==> src/coproc_irq_pkg.sv <==
// Shared constants and types for the co-processor interrupt unit
package coproc_irq_pkg;

  // ----------------------------------------------------------------
  // Sizes and node groups
  // ----------------------------------------------------------------
  localparam int NODES = 12;
  localparam int PRIO_W = 8;
  localparam int CHAN_W = 5;
  localparam int CAUSE_W = 4;
  localparam int IDX_W = 4;
  localparam int CPU_HI = 1;
  localparam int PROG_LO = 4;
  localparam int PROG_HI = 8;
  localparam int EXT_LO = 9;
  localparam int EXT_HI = 11;
  localparam logic [IDX_W-1:0] EXT_SRC = 4'hc;

  // ----------------------------------------------------------------
  // Field values
  // ----------------------------------------------------------------
  localparam logic [1:0] TOS_CPU = 2'h0;
  localparam logic [1:0] TOS_COP = 2'h1;
  localparam logic REQ_ENABLE = 1'h1;

  // ----------------------------------------------------------------
  // Types
  // ----------------------------------------------------------------
  typedef enum logic [1:0] {
    POST_EXIT = 2'h0,
    POST_SUSP = 2'h1,
    POST_ERR = 2'h2
  } post_kind_e;

  typedef enum logic [2:0] {
    ST_IDLE = 3'h1,
    ST_ARB = 3'h2,
    ST_OFFER = 3'h4
  } arb_state_e;

  // Posting request from the kernel; for a suspension the priority
  // field carries channel_run_priority
  typedef struct packed {
    post_kind_e kind;
    logic exit_irq_flag;
    logic exit_condition;
    logic [1:0] service_target_sel;
    logic [PRIO_W-1:0] req_priority_num;
    logic [CHAN_W-1:0] chan;
    logic [CAUSE_W-1:0] cause;
    logic bus_err;
  } post_s;

  typedef struct packed {
    logic [1:0] arb_cycles_per_round;
    logic arb_cycle_length_sel;
  } arb_ctrl_s;

  typedef struct packed {
    logic req_enable_bit;
    logic [1:0] service_target_sel;
    logic req_pending_flag;
    logic resume_request_flag;
    logic [PRIO_W-1:0] req_priority_num;
    logic [CHAN_W-1:0] saved_channel_num;
  } node_s;

  typedef struct packed {
    logic pending;
    logic resume;
    logic [PRIO_W-1:0] prio;
    logic [CHAN_W-1:0] chan;
  } slot_s;

  typedef struct packed {
    slot_s [NODES-1:0] slot;
    arb_state_e fsm;
    logic [2:0] tick;
    logic [PRIO_W-1:0] win_prio;
    logic [IDX_W-1:0] win_src;
    logic win_resume;
    logic [CHAN_W-1:0] win_chan;
    logic ext_ack;
    logic cpu_req;
    logic [IDX_W-1:0] cpu_node;
    logic [PRIO_W-1:0] cpu_prio;
  } state_s;

  typedef struct packed {
    logic [CAUSE_W-1:0] cause;
    logic [CHAN_W-1:0] chan;
  } err_status_s;

  // ----------------------------------------------------------------
  // Reset values
  // ----------------------------------------------------------------
  localparam state_s STATE_RST = '{slot: '0, fsm: ST_IDLE, tick: '0,
    win_prio: '0, win_src: '0, win_resume: 1'b0, win_chan: '0,
    ext_ack: 1'b0, cpu_req: 1'b0, cpu_node: '0, cpu_prio: '0};
  localparam err_status_s ERR_RST = '0;

endpackage

==> src/arb_pick.sv <==
// Combinational highest-priority picker over a set of candidates
`timescale 1ns/1ps
module arb_pick
  import coproc_irq_pkg::*;
#(
  parameter int N = 13,
  parameter int W = 8,
  parameter int IW = 4
) (
  // Candidates
  input wire logic [N-1:0] i_valid,
  input wire logic [N-1:0][W-1:0] i_prio,
  // Winner
  output logic o_found,
  output logic [IW-1:0] o_idx,
  output logic [W-1:0] o_prio
);

  // Refuse sizes the index cannot cover
  if (N < 1 || N > (1 << IW) || W < 1) begin : g_bad_size
    $error("arb_pick: unsupported size");
  end

  // Highest number wins, ties go to the lowest index
  always_comb begin
    o_found = 1'b0;
    o_idx = '0;
    o_prio = '0;
    for (int i = 0; i < N; i++) begin
      if (i_valid[i] && (!o_found || i_prio[i] > o_prio)) begin
        o_found = 1'b1;
        o_idx = IW'(i);
        o_prio = i_prio[i];
      end
    end
  end

endmodule

==> src/channel_proc_interrupt_unit.sv <==
// Co-processor arbitration unit and internal request node queues
//
// Operation
// - Co-processor requests start a round; winner priority goes to kernel
// - While the kernel is busy the winner waits, not accepted
// - Kernel acceptance acknowledges the winner, clearing its pending flag
// - Round length is one to four arbitration cycles
// - Each arbitration cycle lasts one or two bus clocks
// - Node registers are kernel-written only; bus writes raise nothing
// - Nodes 0 and 1 always target the CPU
// - Nodes 2 and 3 always target the co-processor
// - Nodes 4 to 8 take a configured target; 10 or 11 disables
// - Nodes 9 to 11 are extended and target the co-processor
// - Every node's enable bit reads as one
// - New requests go to the next free entry of their queue
// - A queue with no free entry reports full
// - Exit posts only with irq flag and true condition, queue by target
// - Exit request stores its priority in the chosen node
// - Suspension always posts into an extended node
// - Suspension sets pending and resume, stores run priority and channel
// - Accepting a resume request sends no external acknowledge
// - o_suspend_ok needs two free self nodes, one extended; a suspension post is taken with one free extended node
// - Error posts to the CPU queue with the global error priority
// - Error records cause and executing channel
// - With no free entry the post stalls until one frees
// - Full self queue forces a round without external requests
// - System bus errors raise no CPU request
`timescale 1ns/1ps
module channel_proc_interrupt_unit
  import coproc_irq_pkg::*;
(
  // Clock, reset, enable
  input wire logic i_clk,
  input wire logic i_rst_b,
  input wire logic i_ce,
  // Configuration
  input wire arb_ctrl_s i_arb_ctrl,
  input wire logic [PROG_HI-PROG_LO:0][1:0] i_prog_tos,
  input wire logic [PRIO_W-1:0] i_error_req_priority,
  // Request posting from the kernel
  input wire logic i_post_valid,
  input wire post_s i_post,
  output logic o_post_ready,
  output logic o_suspend_ok,
  // External requests on the co-processor arbitration bus
  input wire logic i_ext_req,
  input wire logic [PRIO_W-1:0] i_ext_prio,
  output logic o_ext_ack,
  // Kernel handshake
  input wire logic i_kernel_busy,
  input wire logic i_kernel_accept,
  output logic o_kernel_req,
  output logic [PRIO_W-1:0] o_pending_win_priority,
  output logic o_win_resume,
  output logic [CHAN_W-1:0] o_win_chan,
  // CPU interrupt bus side
  input wire logic i_cpu_ack,
  output logic o_cpu_req,
  output logic [IDX_W-1:0] o_cpu_node,
  output logic [PRIO_W-1:0] o_cpu_prio,
  // Status
  output logic o_cpu_queue_full,
  output logic o_self_queue_full,
  output err_status_s o_err_status,
  output node_s [NODES-1:0] o_node_regs
);

  // ----------------------------------------------------------------
  // Functions
  // ----------------------------------------------------------------

  // Target of a node: fixed except the programmable group
  function automatic logic [1:0] node_tos(input int idx,
      input logic [PROG_HI-PROG_LO:0][1:0] prog);
    if (idx <= CPU_HI) begin
      node_tos = TOS_CPU;
    end else if (idx >= PROG_LO && idx <= PROG_HI) begin
      node_tos = prog[idx-PROG_LO];
    end else begin
      node_tos = TOS_COP;
    end
  endfunction

  // Lowest free node in a mask, found flag on top
  function automatic logic [IDX_W:0] first_free(
      input logic [NODES-1:0] m);
    first_free = '0;
    for (int i = NODES - 1; i >= 0; i--) begin
      if (m[i]) begin
        first_free = {1'b1, IDX_W'(i)};
      end
    end
  endfunction

  // Last tick of a round, counted down to zero
  function automatic logic [2:0] round_len(input arb_ctrl_s c);
    logic [3:0] n;
    n = {2'h0, c.arb_cycles_per_round} + 4'h1;
    if (!c.arb_cycle_length_sel) begin
      n = n << 1;
    end
    round_len = 3'(n - 4'h1);
  endfunction

  // ----------------------------------------------------------------
  // State and masks
  // ----------------------------------------------------------------
  state_s st;
  state_s next_st;
  logic [NODES-1:0] pend;
  logic [NODES-1:0] cpu_mask;
  logic [NODES-1:0] self_mask;
  logic [NODES-1:0] ext_mask;
  logic [NODES-1:0] free_cpu;
  logic [NODES-1:0] free_self;
  logic [NODES-1:0] free_ext;
  logic [NODES-1:0] cpu_ack_vec;
  logic [NODES:0] part_valid;
  logic [NODES:0][PRIO_W-1:0] part_prio;
  logic [NODES-1:0][PRIO_W-1:0] slot_prio;
  logic win_found;
  logic [IDX_W-1:0] win_idx;
  logic [PRIO_W-1:0] win_prio;
  logic cpu_found;
  logic [IDX_W-1:0] cpu_idx;
  logic [PRIO_W-1:0] cpu_prio;
  logic [3:0] self_free_cnt;
  logic post_req;
  logic post_resume;
  logic post_ready;
  logic [IDX_W:0] alloc;
  logic [PRIO_W-1:0] post_prio;
  logic err_capture;

  // Group membership, free entries and arbitration candidates
  always_comb begin
    self_free_cnt = '0;
    for (int i = 0; i < NODES; i++) begin
      pend[i] = st.slot[i].pending;
      slot_prio[i] = st.slot[i].prio;
      cpu_mask[i] = node_tos(i, i_prog_tos) == TOS_CPU;
      self_mask[i] = node_tos(i, i_prog_tos) == TOS_COP;
      ext_mask[i] = i >= EXT_LO;
    end
    free_cpu = cpu_mask & ~pend;
    free_self = self_mask & ~pend;
    free_ext = ext_mask & free_self;
    for (int i = 0; i < NODES; i++) begin
      self_free_cnt = self_free_cnt + {3'h0, free_self[i]};
    end
    cpu_ack_vec = (i_cpu_ack && st.cpu_req)
      ? ({{(NODES-1){1'b0}}, 1'b1} << st.cpu_node) : '0;
    part_valid = {i_ext_req && (|free_self), pend & self_mask};
    part_prio = {i_ext_prio, slot_prio};
  end

  // Co-processor round winner, external request at the top index
  arb_pick #(.N(NODES + 1), .W(PRIO_W), .IW(IDX_W)) u_self_pick (
    .i_valid(part_valid),
    .i_prio(part_prio),
    .o_found(win_found),
    .o_idx(win_idx),
    .o_prio(win_prio)
  );

  // Best CPU-bound node, excluding the one acknowledged now
  arb_pick #(.N(NODES), .W(PRIO_W), .IW(IDX_W)) u_cpu_pick (
    .i_valid(pend & cpu_mask & ~cpu_ack_vec),
    .i_prio(slot_prio),
    .o_found(cpu_found),
    .o_idx(cpu_idx),
    .o_prio(cpu_prio)
  );

  // ----------------------------------------------------------------
  // Posting: allocation of queue entries
  // ----------------------------------------------------------------
  always_comb begin
    post_req = 1'b0;
    post_resume = 1'b0;
    alloc = '0;
    post_prio = i_post.req_priority_num;
    case (i_post.kind)
      POST_EXIT: begin
        if (i_post.exit_irq_flag && i_post.exit_condition) begin
          if (i_post.service_target_sel == TOS_CPU) begin
            post_req = 1'b1;
            alloc = first_free(free_cpu);
          end else if (i_post.service_target_sel == TOS_COP) begin
            post_req = 1'b1;
            alloc = first_free(free_self);
          end
        end
      end
      POST_SUSP: begin
        post_req = 1'b1;
        post_resume = 1'b1;
        alloc = first_free(free_ext);
      end
      POST_ERR: begin
        post_req = !i_post.bus_err;
        post_prio = i_error_req_priority;
        alloc = first_free(free_cpu);
      end
      default: begin
        post_req = 1'b0;
      end
    endcase
    post_ready = i_ce && (!post_req || alloc[IDX_W]);
  end

  // ----------------------------------------------------------------
  // Next state: acknowledges, arbitration, posting
  // ----------------------------------------------------------------
  always_comb begin
    next_st = st;
    next_st.ext_ack = 1'b0;
    // CPU bus acknowledge frees the offered node
    if (cpu_ack_vec != '0) begin
      next_st.slot[st.cpu_node].pending = 1'b0;
      next_st.slot[st.cpu_node].resume = 1'b0;
    end
    next_st.cpu_req = cpu_found;
    next_st.cpu_node = cpu_idx;
    next_st.cpu_prio = cpu_prio;
    // Arbitration rounds and kernel handshake
    case (st.fsm)
      ST_IDLE: begin
        if (|part_valid) begin
          next_st.fsm = ST_ARB;
          next_st.tick = round_len(i_arb_ctrl);
        end
      end
      ST_ARB: begin
        if (st.tick != 3'h0) begin
          next_st.tick = st.tick - 3'h1;
        end else if (win_found) begin
          next_st.fsm = ST_OFFER;
          next_st.win_prio = win_prio;
          next_st.win_src = win_idx;
          next_st.win_resume = 1'b0;
          next_st.win_chan = '0;
          if (win_idx != EXT_SRC) begin
            next_st.win_resume = st.slot[win_idx].resume;
            next_st.win_chan = st.slot[win_idx].chan;
          end
        end else begin
          next_st.fsm = ST_IDLE;
        end
      end
      ST_OFFER: begin
        if (i_kernel_accept && !i_kernel_busy) begin
          next_st.fsm = ST_IDLE;
          if (st.win_src == EXT_SRC) begin
            next_st.ext_ack = 1'b1;
          end else begin
            next_st.slot[st.win_src].pending = 1'b0;
            next_st.slot[st.win_src].resume = 1'b0;
          end
        end
      end
      default: begin
        next_st.fsm = ST_IDLE;
      end
    endcase
    // New request into the chosen free entry
    if (i_post_valid && post_ready && post_req) begin
      next_st.slot[alloc[IDX_W-1:0]].pending = 1'b1;
      next_st.slot[alloc[IDX_W-1:0]].resume = post_resume;
      next_st.slot[alloc[IDX_W-1:0]].prio = post_prio;
      next_st.slot[alloc[IDX_W-1:0]].chan = i_post.chan;
    end
  end

  // State register; clock enable freezes everything
  always_ff @(posedge i_clk or negedge i_rst_b) begin
    if (!i_rst_b) begin
      st <= STATE_RST;
    end else if (i_ce) begin
      st <= next_st;
    end
  end

  // ----------------------------------------------------------------
  // Error status record
  // ----------------------------------------------------------------
  assign err_capture = i_post_valid && post_ready
    && i_post.kind == POST_ERR;

  err_status_rec u_err_rec (
    .i_clk(i_clk),
    .i_rst_b(i_rst_b),
    .i_ce(i_ce),
    .i_capture(err_capture),
    .i_cause(i_post.cause),
    .i_chan(i_post.chan),
    .o_status(o_err_status)
  );

  // ----------------------------------------------------------------
  // Outputs
  // ----------------------------------------------------------------
  assign o_post_ready = post_ready;
  assign o_suspend_ok = self_free_cnt >= 4'h2 && (|free_ext);
  assign o_cpu_queue_full = ~|free_cpu;
  assign o_self_queue_full = ~|free_self;
  assign o_kernel_req = st.fsm == ST_OFFER;
  assign o_pending_win_priority = st.win_prio;
  assign o_win_resume = st.win_resume;
  assign o_win_chan = st.win_chan;
  assign o_ext_ack = st.ext_ack;
  assign o_cpu_req = st.cpu_req;
  assign o_cpu_node = st.cpu_node;
  assign o_cpu_prio = st.cpu_prio;

  // Read-only view of the nodes; no write path exists
  always_comb begin
    for (int i = 0; i < NODES; i++) begin
      o_node_regs[i].req_enable_bit = REQ_ENABLE;
      o_node_regs[i].service_target_sel = node_tos(i, i_prog_tos);
      o_node_regs[i].req_pending_flag = st.slot[i].pending;
      o_node_regs[i].resume_request_flag = st.slot[i].resume;
      o_node_regs[i].req_priority_num = st.slot[i].prio;
      o_node_regs[i].saved_channel_num = st.slot[i].chan;
    end
  end
endmodule

==> src/err_status_rec.sv <==
// Error/debug status capture: cause and executing channel
`timescale 1ns/1ps
module err_status_rec
  import coproc_irq_pkg::*;
(
  // Clock, reset, enable
  input wire logic i_clk,
  input wire logic i_rst_b,
  input wire logic i_ce,
  // Capture strobe and data
  input wire logic i_capture,
  input wire logic [CAUSE_W-1:0] i_cause,
  input wire logic [CHAN_W-1:0] i_chan,
  // Recorded status
  output err_status_s o_status
);

  err_status_s st;
  err_status_s next_st;

  // Every error overwrites the record, bus errors included
  always_comb begin
    next_st = st;
    if (i_capture) begin
      next_st.cause = i_cause;
      next_st.chan = i_chan;
    end
  end

  // State register
  always_ff @(posedge i_clk or negedge i_rst_b) begin
    if (!i_rst_b) begin
      st <= ERR_RST;
    end else if (i_ce) begin
      st <= next_st;
    end
  end

  assign o_status = st;
endmodule
==> config.mk <==
export PLATFORM = sky130hd
export DESIGN_NAME = channel_proc_interrupt_unit
export DESIGN_NICKNAME = d
export VERILOG_FILES = /design/src/coproc_irq_pkg.sv /design/src/arb_pick.sv /design/src/channel_proc_interrupt_unit.sv /design/src/err_status_rec.sv
export SDC_FILE = /design/constraint.sdc
export NUM_CORES = 1
export LEC_CHECK = 0
export BUFFER_PORTS_ARGS = -buffer_cell sky130_fd_sc_hd__buf_2
export CAP_MARGIN = 5
export CORE_MARGIN = 4
export CORE_UTILIZATION = 55
export CTS_BUF_LIST = sky130_fd_sc_hd__clkbuf_8
export DETAILED_ROUTE_END_ITERATION = 10
export PLACE_DENSITY = 0.84
export SLEW_MARGIN = 10
export SYNTH_ARGS = -nofsm -noshare
export SYNTH_HDL_FRONTEND = slang
export SYNTH_SLANG_ARGS = --single-unit
==> constraint.sdc <==
create_clock -name i_clk -period 26.2 [get_ports i_clk]
set_clock_uncertainty 0.15 [all_clocks]
set_input_delay 3.93 -clock i_clk [delete_from_list [all_inputs] [get_ports i_clk]]
set_output_delay 3.93 -clock i_clk [all_outputs]
set_load 0.05 [all_outputs]
==> summary.txt, run 1 <==
Status
  – Outcome: complete, no violations

Clock tree
  – TritonCTS buffer count: 41
  – Hold_buf cts: 0
  – CTS root buffer: clkbuf_8
  – Max Root-Sink Buffers: 3
  – # clock sinks: 227
  – Clock latency on the worst-skew pair: 0.59 ns
  – Number of post-CTS setup repair buffers: 0
  – Post-CTS Resized: 0
  – Clock tree from TritonCTS: yes
  – Clock Pin Slew Worst Setup and Hold Paths: 0.06 ns
  – H-Tree Depth: 2

Setup path
  – Crit path kind: input pin to flip-flop
  – Crit start category: input pin
  – Worst path slowest cell: o21ai_1
  – CP required: 26.48 ns
  – Critical path's most frequent cell: a21oi_1
  – Crit-path max cell delay: 0.90 ns
  – Crit path DAT: 24.51 ns
  – CP Capture Type: flip-flop
  – Buf/Inv on CP: 4
  – Largest delay share family, worst path: compound AO/OA/AOI/OAI gates
  – Max FO, Critical Path: 25

Run
  – Max-cap violation count: 0

Synth
  – Synth Warn #: 0
  – Post-synthesis cell type count: 81
  – Syn avg cell area: 8.81 µm²
  – Synth Instances: 1981
  – Main synth FF type: dfrtp_1
  – Ys async rst share: 100%
  – Synthesized area: between 0.015 and 0.02 mm²
  – Post-synthesis sequential area ratio: 32.6%
  – FF+latch count, synth: ~230
  – Post-synth EDFFs: 0

Finish
  – Design Area, Final: approximately 0.018 mm²
  – Area of the multi-input gates: 0.00925 mm²
  – Area delta synth->final: 5.21%
  – Filler Cells Inserted: 2695
  – N_diodes: 0
  – Nets@finish: 2237
  – Register area: about 0.0057 mm²
  – Layout cells sized above 1: approximately 25%
  – Layout Utilization: roughly three fifths

Placed design
  – Placed inst area: between 0.015 and 0.02 mm²
  – Dpl hpwl: 43000 µm
  – PortBufs: 292
  – RePlAce Congestion: 0.958

Power and ir drop
  – Pwr Total: roughly 2100 µW
  – Leakage power: ~0.0094 µW
  – Comb power frac: 58.9%
  – Clock power frac: 17.1%
  – Peak VDD IR: 0.0000688 V
  – Flop pwr share: 24.1%
  – P_int: around 1000 µW
  – PD cells: ~110 mW/mm²
  – Switching share of power: 50.4%
  – Switching power: 1050 µW

STA
  – Post-route clock period utilization: between 90% and 100%
  – Final Setup Violations: 0
  – Pins Over Slew Limit: 0
  – Tmin final: 24.23 ns
  – Worst Max-Slew Pin Slew: 1.24 ns
  – Final hold vios: 0
  – Post-Route Setup TNS: 0 ns
  – Max Freq: 0.0413 GHz
  – Slew Limit Headroom: between 10% and 20%
  – RSZ-0062 raised after global routing: false

Global route
  – All-Layer GR Usage: 31.3%
  – First-pass GRT wire length: 84100 µm
  – Vias in the first global route: 14534
  – Grt total ovfl: 0
  – Pin count of the biggest net entering global routing: 93
  – Antenna violations before repair: 0

Die
  – DIE HEIGHT: 186 µm
  – Row cnt: 64
  – Core area: 0.0309 mm²
  – Chip width: around 190 µm
  – Die footprint: 0.0346 mm²
  – # IOs: 319
  – Initial Utilization: about 56%

Route
  – Initial DRC Count: 1284
  – ANT nets after route: 0
  – DRC: 0
  – Post-Route WL: 55500 µm
  – DRT Pass-1 Iters: 5
  – Wire per inst: 22.5 µm
  – Via/cell ratio: 6.06
  – Vias: 14912

Worst hold path
  – Min-Delay Path Class: flip-flop to flip-flop
## Yosys cell counts, types with 8 or more instances
| cell | instances | area share (%) |
|---|---|---|
| a211oi_1 | 12 | 0.52 |
| o32ai_1 | 12 | 0.60 |
| a21o_1 | 33 | 1.4 |
| nor2_1 | 161 | 3.5 |
| clkbuf_1 | 65 | 1.4 |
| nor3_1 | 33 | 0.95 |
| o31ai_1 | 9 | 0.39 |
| or2_2 | 9 | 0.32 |
| nand3_1 | 41 | 1.2 |
| and3_1 | 9 | 0.32 |
| nor2b_1 | 19 | 0.68 |
| o22ai_1 | 16 | 0.57 |
| buf_4 | 243 | 10 |
| nand2b_1 | 22 | 0.79 |
| nand2_1 | 168 | 3.6 |
| nand4_1 | 22 | 0.79 |
| ha_1 | 133 | 9.5 |
| o21ai_0 | 97 | 2.8 |
| buf_2 | 10 | 0.29 |
| a21oi_1 | 159 | 4.6 |
| nand3b_1 | 8 | 0.34 |
| dfrtp_1 | 226 | 32 |
| mux2_2 | 111 | 7.2 |
| mux2i_1 | 53 | 3.0 |
| or3_1 | 12 | 0.43 |
| inv_1 | 121 | 2.6 |
| o21a_1 | 31 | 1.3 |
| o221ai_1 | 8 | 0.40 |
| and2_1 | 13 | 0.47 |
## area by class of cell
| cell class | count | share of cell area, % |
|---|---|---|
| Multi-Input combinational cell | 1333 | 50.4 |
| Sequential cell | 227 | 30.9 |
| Timing Repair Buffer | 313 | 8.87 |
| Tap cell | 396 | 2.70 |
| Clock buffer | 48 | 3.60 |
| Inverter | 121 | 2.47 |
| Clock inverter | 24 | 1.05 |
## power groups by stage
stage | clock network, µW | logic [µW] | registers [µW]
floorplan | 0 | 1020 | 486
global placement | 0 | 1190 | 503
detailed placement | 0 | 1210 | 505
CTS | 361 | 1220 | 500
global route | 376 | 1340 | 511
finish | 356 | 1230 | 502
## worst paths after layout
check                                          startpoint                        end  slack [ns]  depth (start not counted)
max in group asynchronous                         i_rst_b           o_node_regs[111]       21.16                          2
worst min-delay path            o_pending_win_priority[1]  o_pending_win_priority[1]        0.33                          1
worst min register to register  o_pending_win_priority[1]  o_pending_win_priority[1]        0.33                          1
worst max-delay path                        i_prog_tos[1]              o_win_chan[3]        1.97                         81
worst max register to register            o_node_regs[50]              o_win_chan[3]        2.46                         90
min in group asynchronous                         i_rst_b            o_node_regs[47]        3.24                          1
## registers in the layout, summed over array words and instances (netlist names)
signal                  flops
o_pending_win_priority      8
o_node_regs               180
o_win_resume                1
o_win_chan                  5
st                         10
u_err_rec.o_status          9
o_cpu_node                  4
o_cpu_req                   1
o_cpu_prio                  8
o_ext_ack                   1
## layout by cell type (no fill, tap or decap), drive strengths merged, types with 19 or more instances in the layout
| master | synthesis | routed |
|---|---|---|
| buf | 259 | 313 |
| dfrtp | 226 | 226 |
| nand2 | 168 | 168 |
| a21oi | 163 | 163 |
| nor2 | 161 | 161 |
| inv | 121 | 141 |
| ha | 133 | 133 |
| mux2 | 117 | 117 |
| o21ai | 103 | 103 |
| mux2i | 53 | 53 |
| clkbuf | 65 | 48 |
| nand3 | 42 | 42 |
| a21o | 33 | 33 |
| nor3 | 33 | 33 |
| o21a | 31 | 31 |
| conb | 2 | 26 |
| nand2b | 23 | 23 |
| nand4 | 22 | 22 |
| nor2b | 19 | 19 |
## per-stage QoR
stage | cells | hold slack (ns) | setup slack, ns
2_1_floorplan | 2005 | 0.300 | 5.23
3_3_place_gp | 2390 | 0.312 | 2.38
3_5_place_dp | 2390 | 0.315 | 1.91
4_1_cts | 2462 | 0.328 | 2.38
5_1_grt | 2462 | 0.345 | 0.629
6_report | 2462 | 0.327 | 1.97
## cell families after synthesis
kind of cell	count (synthesis)	share of synthesized area, %
simple gates	539	14.5
buf+inv	445	15.0
fa+ha+maj	139	10.2
compound gates	459	16.9
other cells	2	0.0430
flops	227	32.6
mux	170	10.7
## metal layers
layer  vias to the layer above  GRT usage [%]  wire [µm]
li1                       6784              -          -
met1                      7191           40.5      22000
met2                       771           50.4      25300
met3                       166           7.04       5270
met4                         0           13.9       2920
met5                         -              0          0
Power figures use the tool's default switching activity.
==> run 2: changes to the inputs <==
--- a/config.mk
+++ b/config.mk
@@ -5,6 +5,7 @@
 export SDC_FILE = /design/constraint.sdc
 export NUM_CORES = 1
 export LEC_CHECK = 0
+export ABC_AREA = 1
 export BUFFER_PORTS_ARGS = -buffer_cell sky130_fd_sc_hd__buf_2
 export CAP_MARGIN = 5
 export CORE_MARGIN = 4
==> summary.txt, run 2 <==
Finish
  – Area delta synth->final: 4.21%
  – Nets@finish: 2535 (+13%)
  – Area of the multi-input gates: 0.00831 mm² (-10%)
  – Largest register FFs: 180 (unchanged)
  – Register area: 0.00568 mm² (unchanged)
  – Most common cell after layout, fill and taps aside: nand2_1
  – Most frequent cells in the layout: nand2_1, buf_2, o21ai_0
  – Layout cells sized above 1: 17.0% (-7.9 points)
  – Filler Cells Inserted: 2818 (+4.6%)

STA
  – Post-Route Setup TNS: 0 ns (unchanged)
  – RSZ-0062 raised after global routing: false
  – Post-route clock period utilization: 70.2% (-22 points)
  – Worst Max-Slew Pin Slew: 1.19 ns (-0.0515 ns)
  – Final Setup Violations: 0 (unchanged)
  – Hold slack: 0.328 ns (+0.000906 ns)
  – Max Freq: 0.0544 GHz (+32%)
  – Pins Over Slew Limit: 0 (unchanged)
  – Final hold vios: 0 (unchanged)
  – Slew Limit Headroom: 20.7% (+3.2 points)
  – Tmin final: 18.39 ns (-5.84 ns)

Clock tree
  – H-Tree Depth: 2 (unchanged)
  – Clock Pin Slew Worst Setup and Hold Paths: 0.06 ns (about the same)
  – TritonCTS buffer count: 41 (unchanged)
  – Clock tree from TritonCTS: yes
  – CTS root buffer: clkbuf_8
  – Hold_buf cts: 0 (unchanged)
  – Post-CTS Resized: 0 (unchanged)
  – Number of post-CTS setup repair buffers: 0 (unchanged)
  – # clock sinks: 227 (unchanged)
  – Clock latency on the worst-skew pair: 0.56 ns (-0.03 ns)
  – Max Root-Sink Buffers: 3 (unchanged)

Synth
  – Post-synthesis sequential area ratio: 33.7% (+1.2 points)
  – Top cells by count, synth: nand2_1, o21ai_0, buf_4, dfrtp_1, inv_1
  – Post-synthesis cell type count: 51 (-37%)
  – Synthesized area: 0.0168 mm² (-3.5%)
  – Syn avg cell area: 7.35 µm² (-17%)
  – Post-synth EDFFs: 0 (unchanged)
  – Main synth FF type: dfrtp_1
  – Ys async rst share: 100% (unchanged)
  – Synth Warn #: 0 (unchanged)
  – FF+latch count, synth: 227 (unchanged)
  – Dominant cells by area after synthesis: dfrtp_1, nand2_1, buf_4
  – Most instantiated library cell after synthesis: nand2_1
  – Synth Instances: 2292 (+16%)
  – Yosys top cell area share: 33.6% (+1.2 points)
  – Biggest area consumer among synthesized cells: dfrtp_1

Route
  – Initial DRC Count: 1577 (+23%)
  – DRT Pass-1 Iters: 6 (+1)
  – Post-Route WL: 54400 µm (-1.9%)
  – Vias: 15750 (+5.6%)
  – DRC: 0 (unchanged)
  – Wire per inst: 19.8 µm (-12%)
  – Via/cell ratio: 5.72 (-5.5%)
  – ANT nets after route: 0 (unchanged)

Global route
  – Pin count of the biggest net entering global routing: 121 (+30%)
  – Antenna violations before repair: 3 (+3)
  – First-pass GRT wire length: 83200 µm (-0.98%)
  – Grt total ovfl: 0 (unchanged)
  – All-Layer GR Usage: 31.3% (+0.092 points)
  – Vias in the first global route: 14827 (+2.0%)

Setup path
  – Max FO, Critical Path: 32 (+28%)
  – CP required: 26.50 ns (+0.02 ns)
  – Critical path's most frequent cell: nand2_1
  – CP Capture Type: flip-flop
  – Worst path slowest cell: inv_1
  – Crit start category: input pin
  – Crit-path max cell delay: 0.81 ns (-0.09 ns)
  – Crit path kind: input pin to flip-flop
  – Crit path DAT: 18.70 ns (-5.81 ns)

Die
  – # IOs: 319 (unchanged)
  – Initial Utilization: 56.2% (-0.21 points)
  – Core area: 0.0300 mm² (-3.1%)
  – Die footprint: 0.0335 mm² (-3.3%)
  – Row cnt: 63 (-1.6%)
  – Chip width: 183 µm (-1.7%)
  – DIE HEIGHT: 183 µm (-1.7%)

Run
  – Max-cap violation count: 0 (unchanged)

Status
  – Outcome: complete, no violations

Worst hold path
  – Min-Delay Path Class: flip-flop to flip-flop

Power and ir drop
  – Peak VDD IR: 0.0000940 V (+37%)
  – Leakage power: 0.00973 µW (+3.4%)
  – PD cells: 151 mW/mm² (+32%)

Placed design
  – RePlAce Congestion: 1.03 (+7.7%)
  – PortBufs: 292 (unchanged)
  – Dpl hpwl: 41400 µm (-3.7%)
==> run 2: cell types whose count changed in the layout (fill, tap and decap cells not counted), sizes merged, moves of 18 or more <==
cell / before / now
mux2i: 53 / 0
a21o: 33 / 1
nor2b: 19 / 0
o21ai: 103 / 334
nand2: 168 / 625
nor2: 161 / 112
inv: 141 / 226
nand2b: 23 / 0
mux2: 117 / 10
nand3: 42 / 113
buf: 313 / 295
a21oi: 163 / 75
==> run 2: cells by family (layout without fill, tap and decap cells) <==
logic type	after synthesis	in the layout	synth area share, %
buffers and inverters	534	580	17.5
other	2	27	0.0446
AOI/OAI and AO/OA	476	476	15.2
adders and majority gates	139	139	10.6
xor gates and xnor gates	1	1	0.0520
muxes	10	10	0.668
and+or+nand+nor	903	903	22.2
DFF	227	227	33.7
==> run 2: area by class of cell <==
class | count | area share [%]
Sequential cell | 227 | 32.4
Antenna cell | 1 | 0.0143
Clock inverter | 24 | 0.770
Tap cell | 390 | 2.78
Inverter | 215 | 4.60
Timing Repair Buffer | 295 | 8.51
Clock buffer | 46 | 3.61
Multi-Input combinational cell | 1555 | 47.4
==> run 2: path summary, 6_finish.rpt <==
check | startpoint | to | slack (ns) | cells past startpoint
hold reg to reg | o_cpu_prio[3] | o_cpu_prio[3] | 0.33 | 2
hold / removal | o_cpu_prio[3] | o_cpu_prio[3] | 0.33 | 2
setup reg to reg | o_node_regs[50] | o_win_chan[2] | 8.37 | 104
setup / recovery | i_prog_tos[1] | o_win_chan[2] | 7.81 | 89
max in group asynchronous | i_rst_b | o_node_regs[31] | 21.21 | 2
min in group asynchronous | i_rst_b | o_node_regs[172] | 3.33 | 1
==> run 2: through the flow <==
step	utilization [%]	setup WS (ns)	area (µm²)	instances	power, µW
final	58.6	7.81	17600	2753	2640
after global routing	58.6	6.03	17600	2753	2880
after CTS	58.6	8.11	17600	2752	2620
after detailed placement	56.0	7.56	16800	2682	2290
after global placement	56.0	7.83	16800	2682	2260
after floorplan	-	10.04	16900	2316	1950
==> run 2: layer usage <==
layer  up-vias  routed length (µm)  track usage (%)
li1       7357                   -                -
met1      7438               22500             42.6
met2       795               24600             49.6
met3       156                4990             6.15
met4         4                2310             12.4
met5         -                  27                0
==> run 2: report_power, final <==
group,leakage (µW),total [µW],switching (µW),internal [µW]
logic,0.00630,1800,1270,525
registers,0.00299,518,90.3,427
clock network,0.000444,327,157,170
==> run 2: critical path: cells and delay by family <==
family | cells | cell delay (ns)
simple gates | 42 | 5.61
compound gates | 31 | 4.80
fa+ha+maj | 8 | 2.48
buf+inv | 8 | 1.83
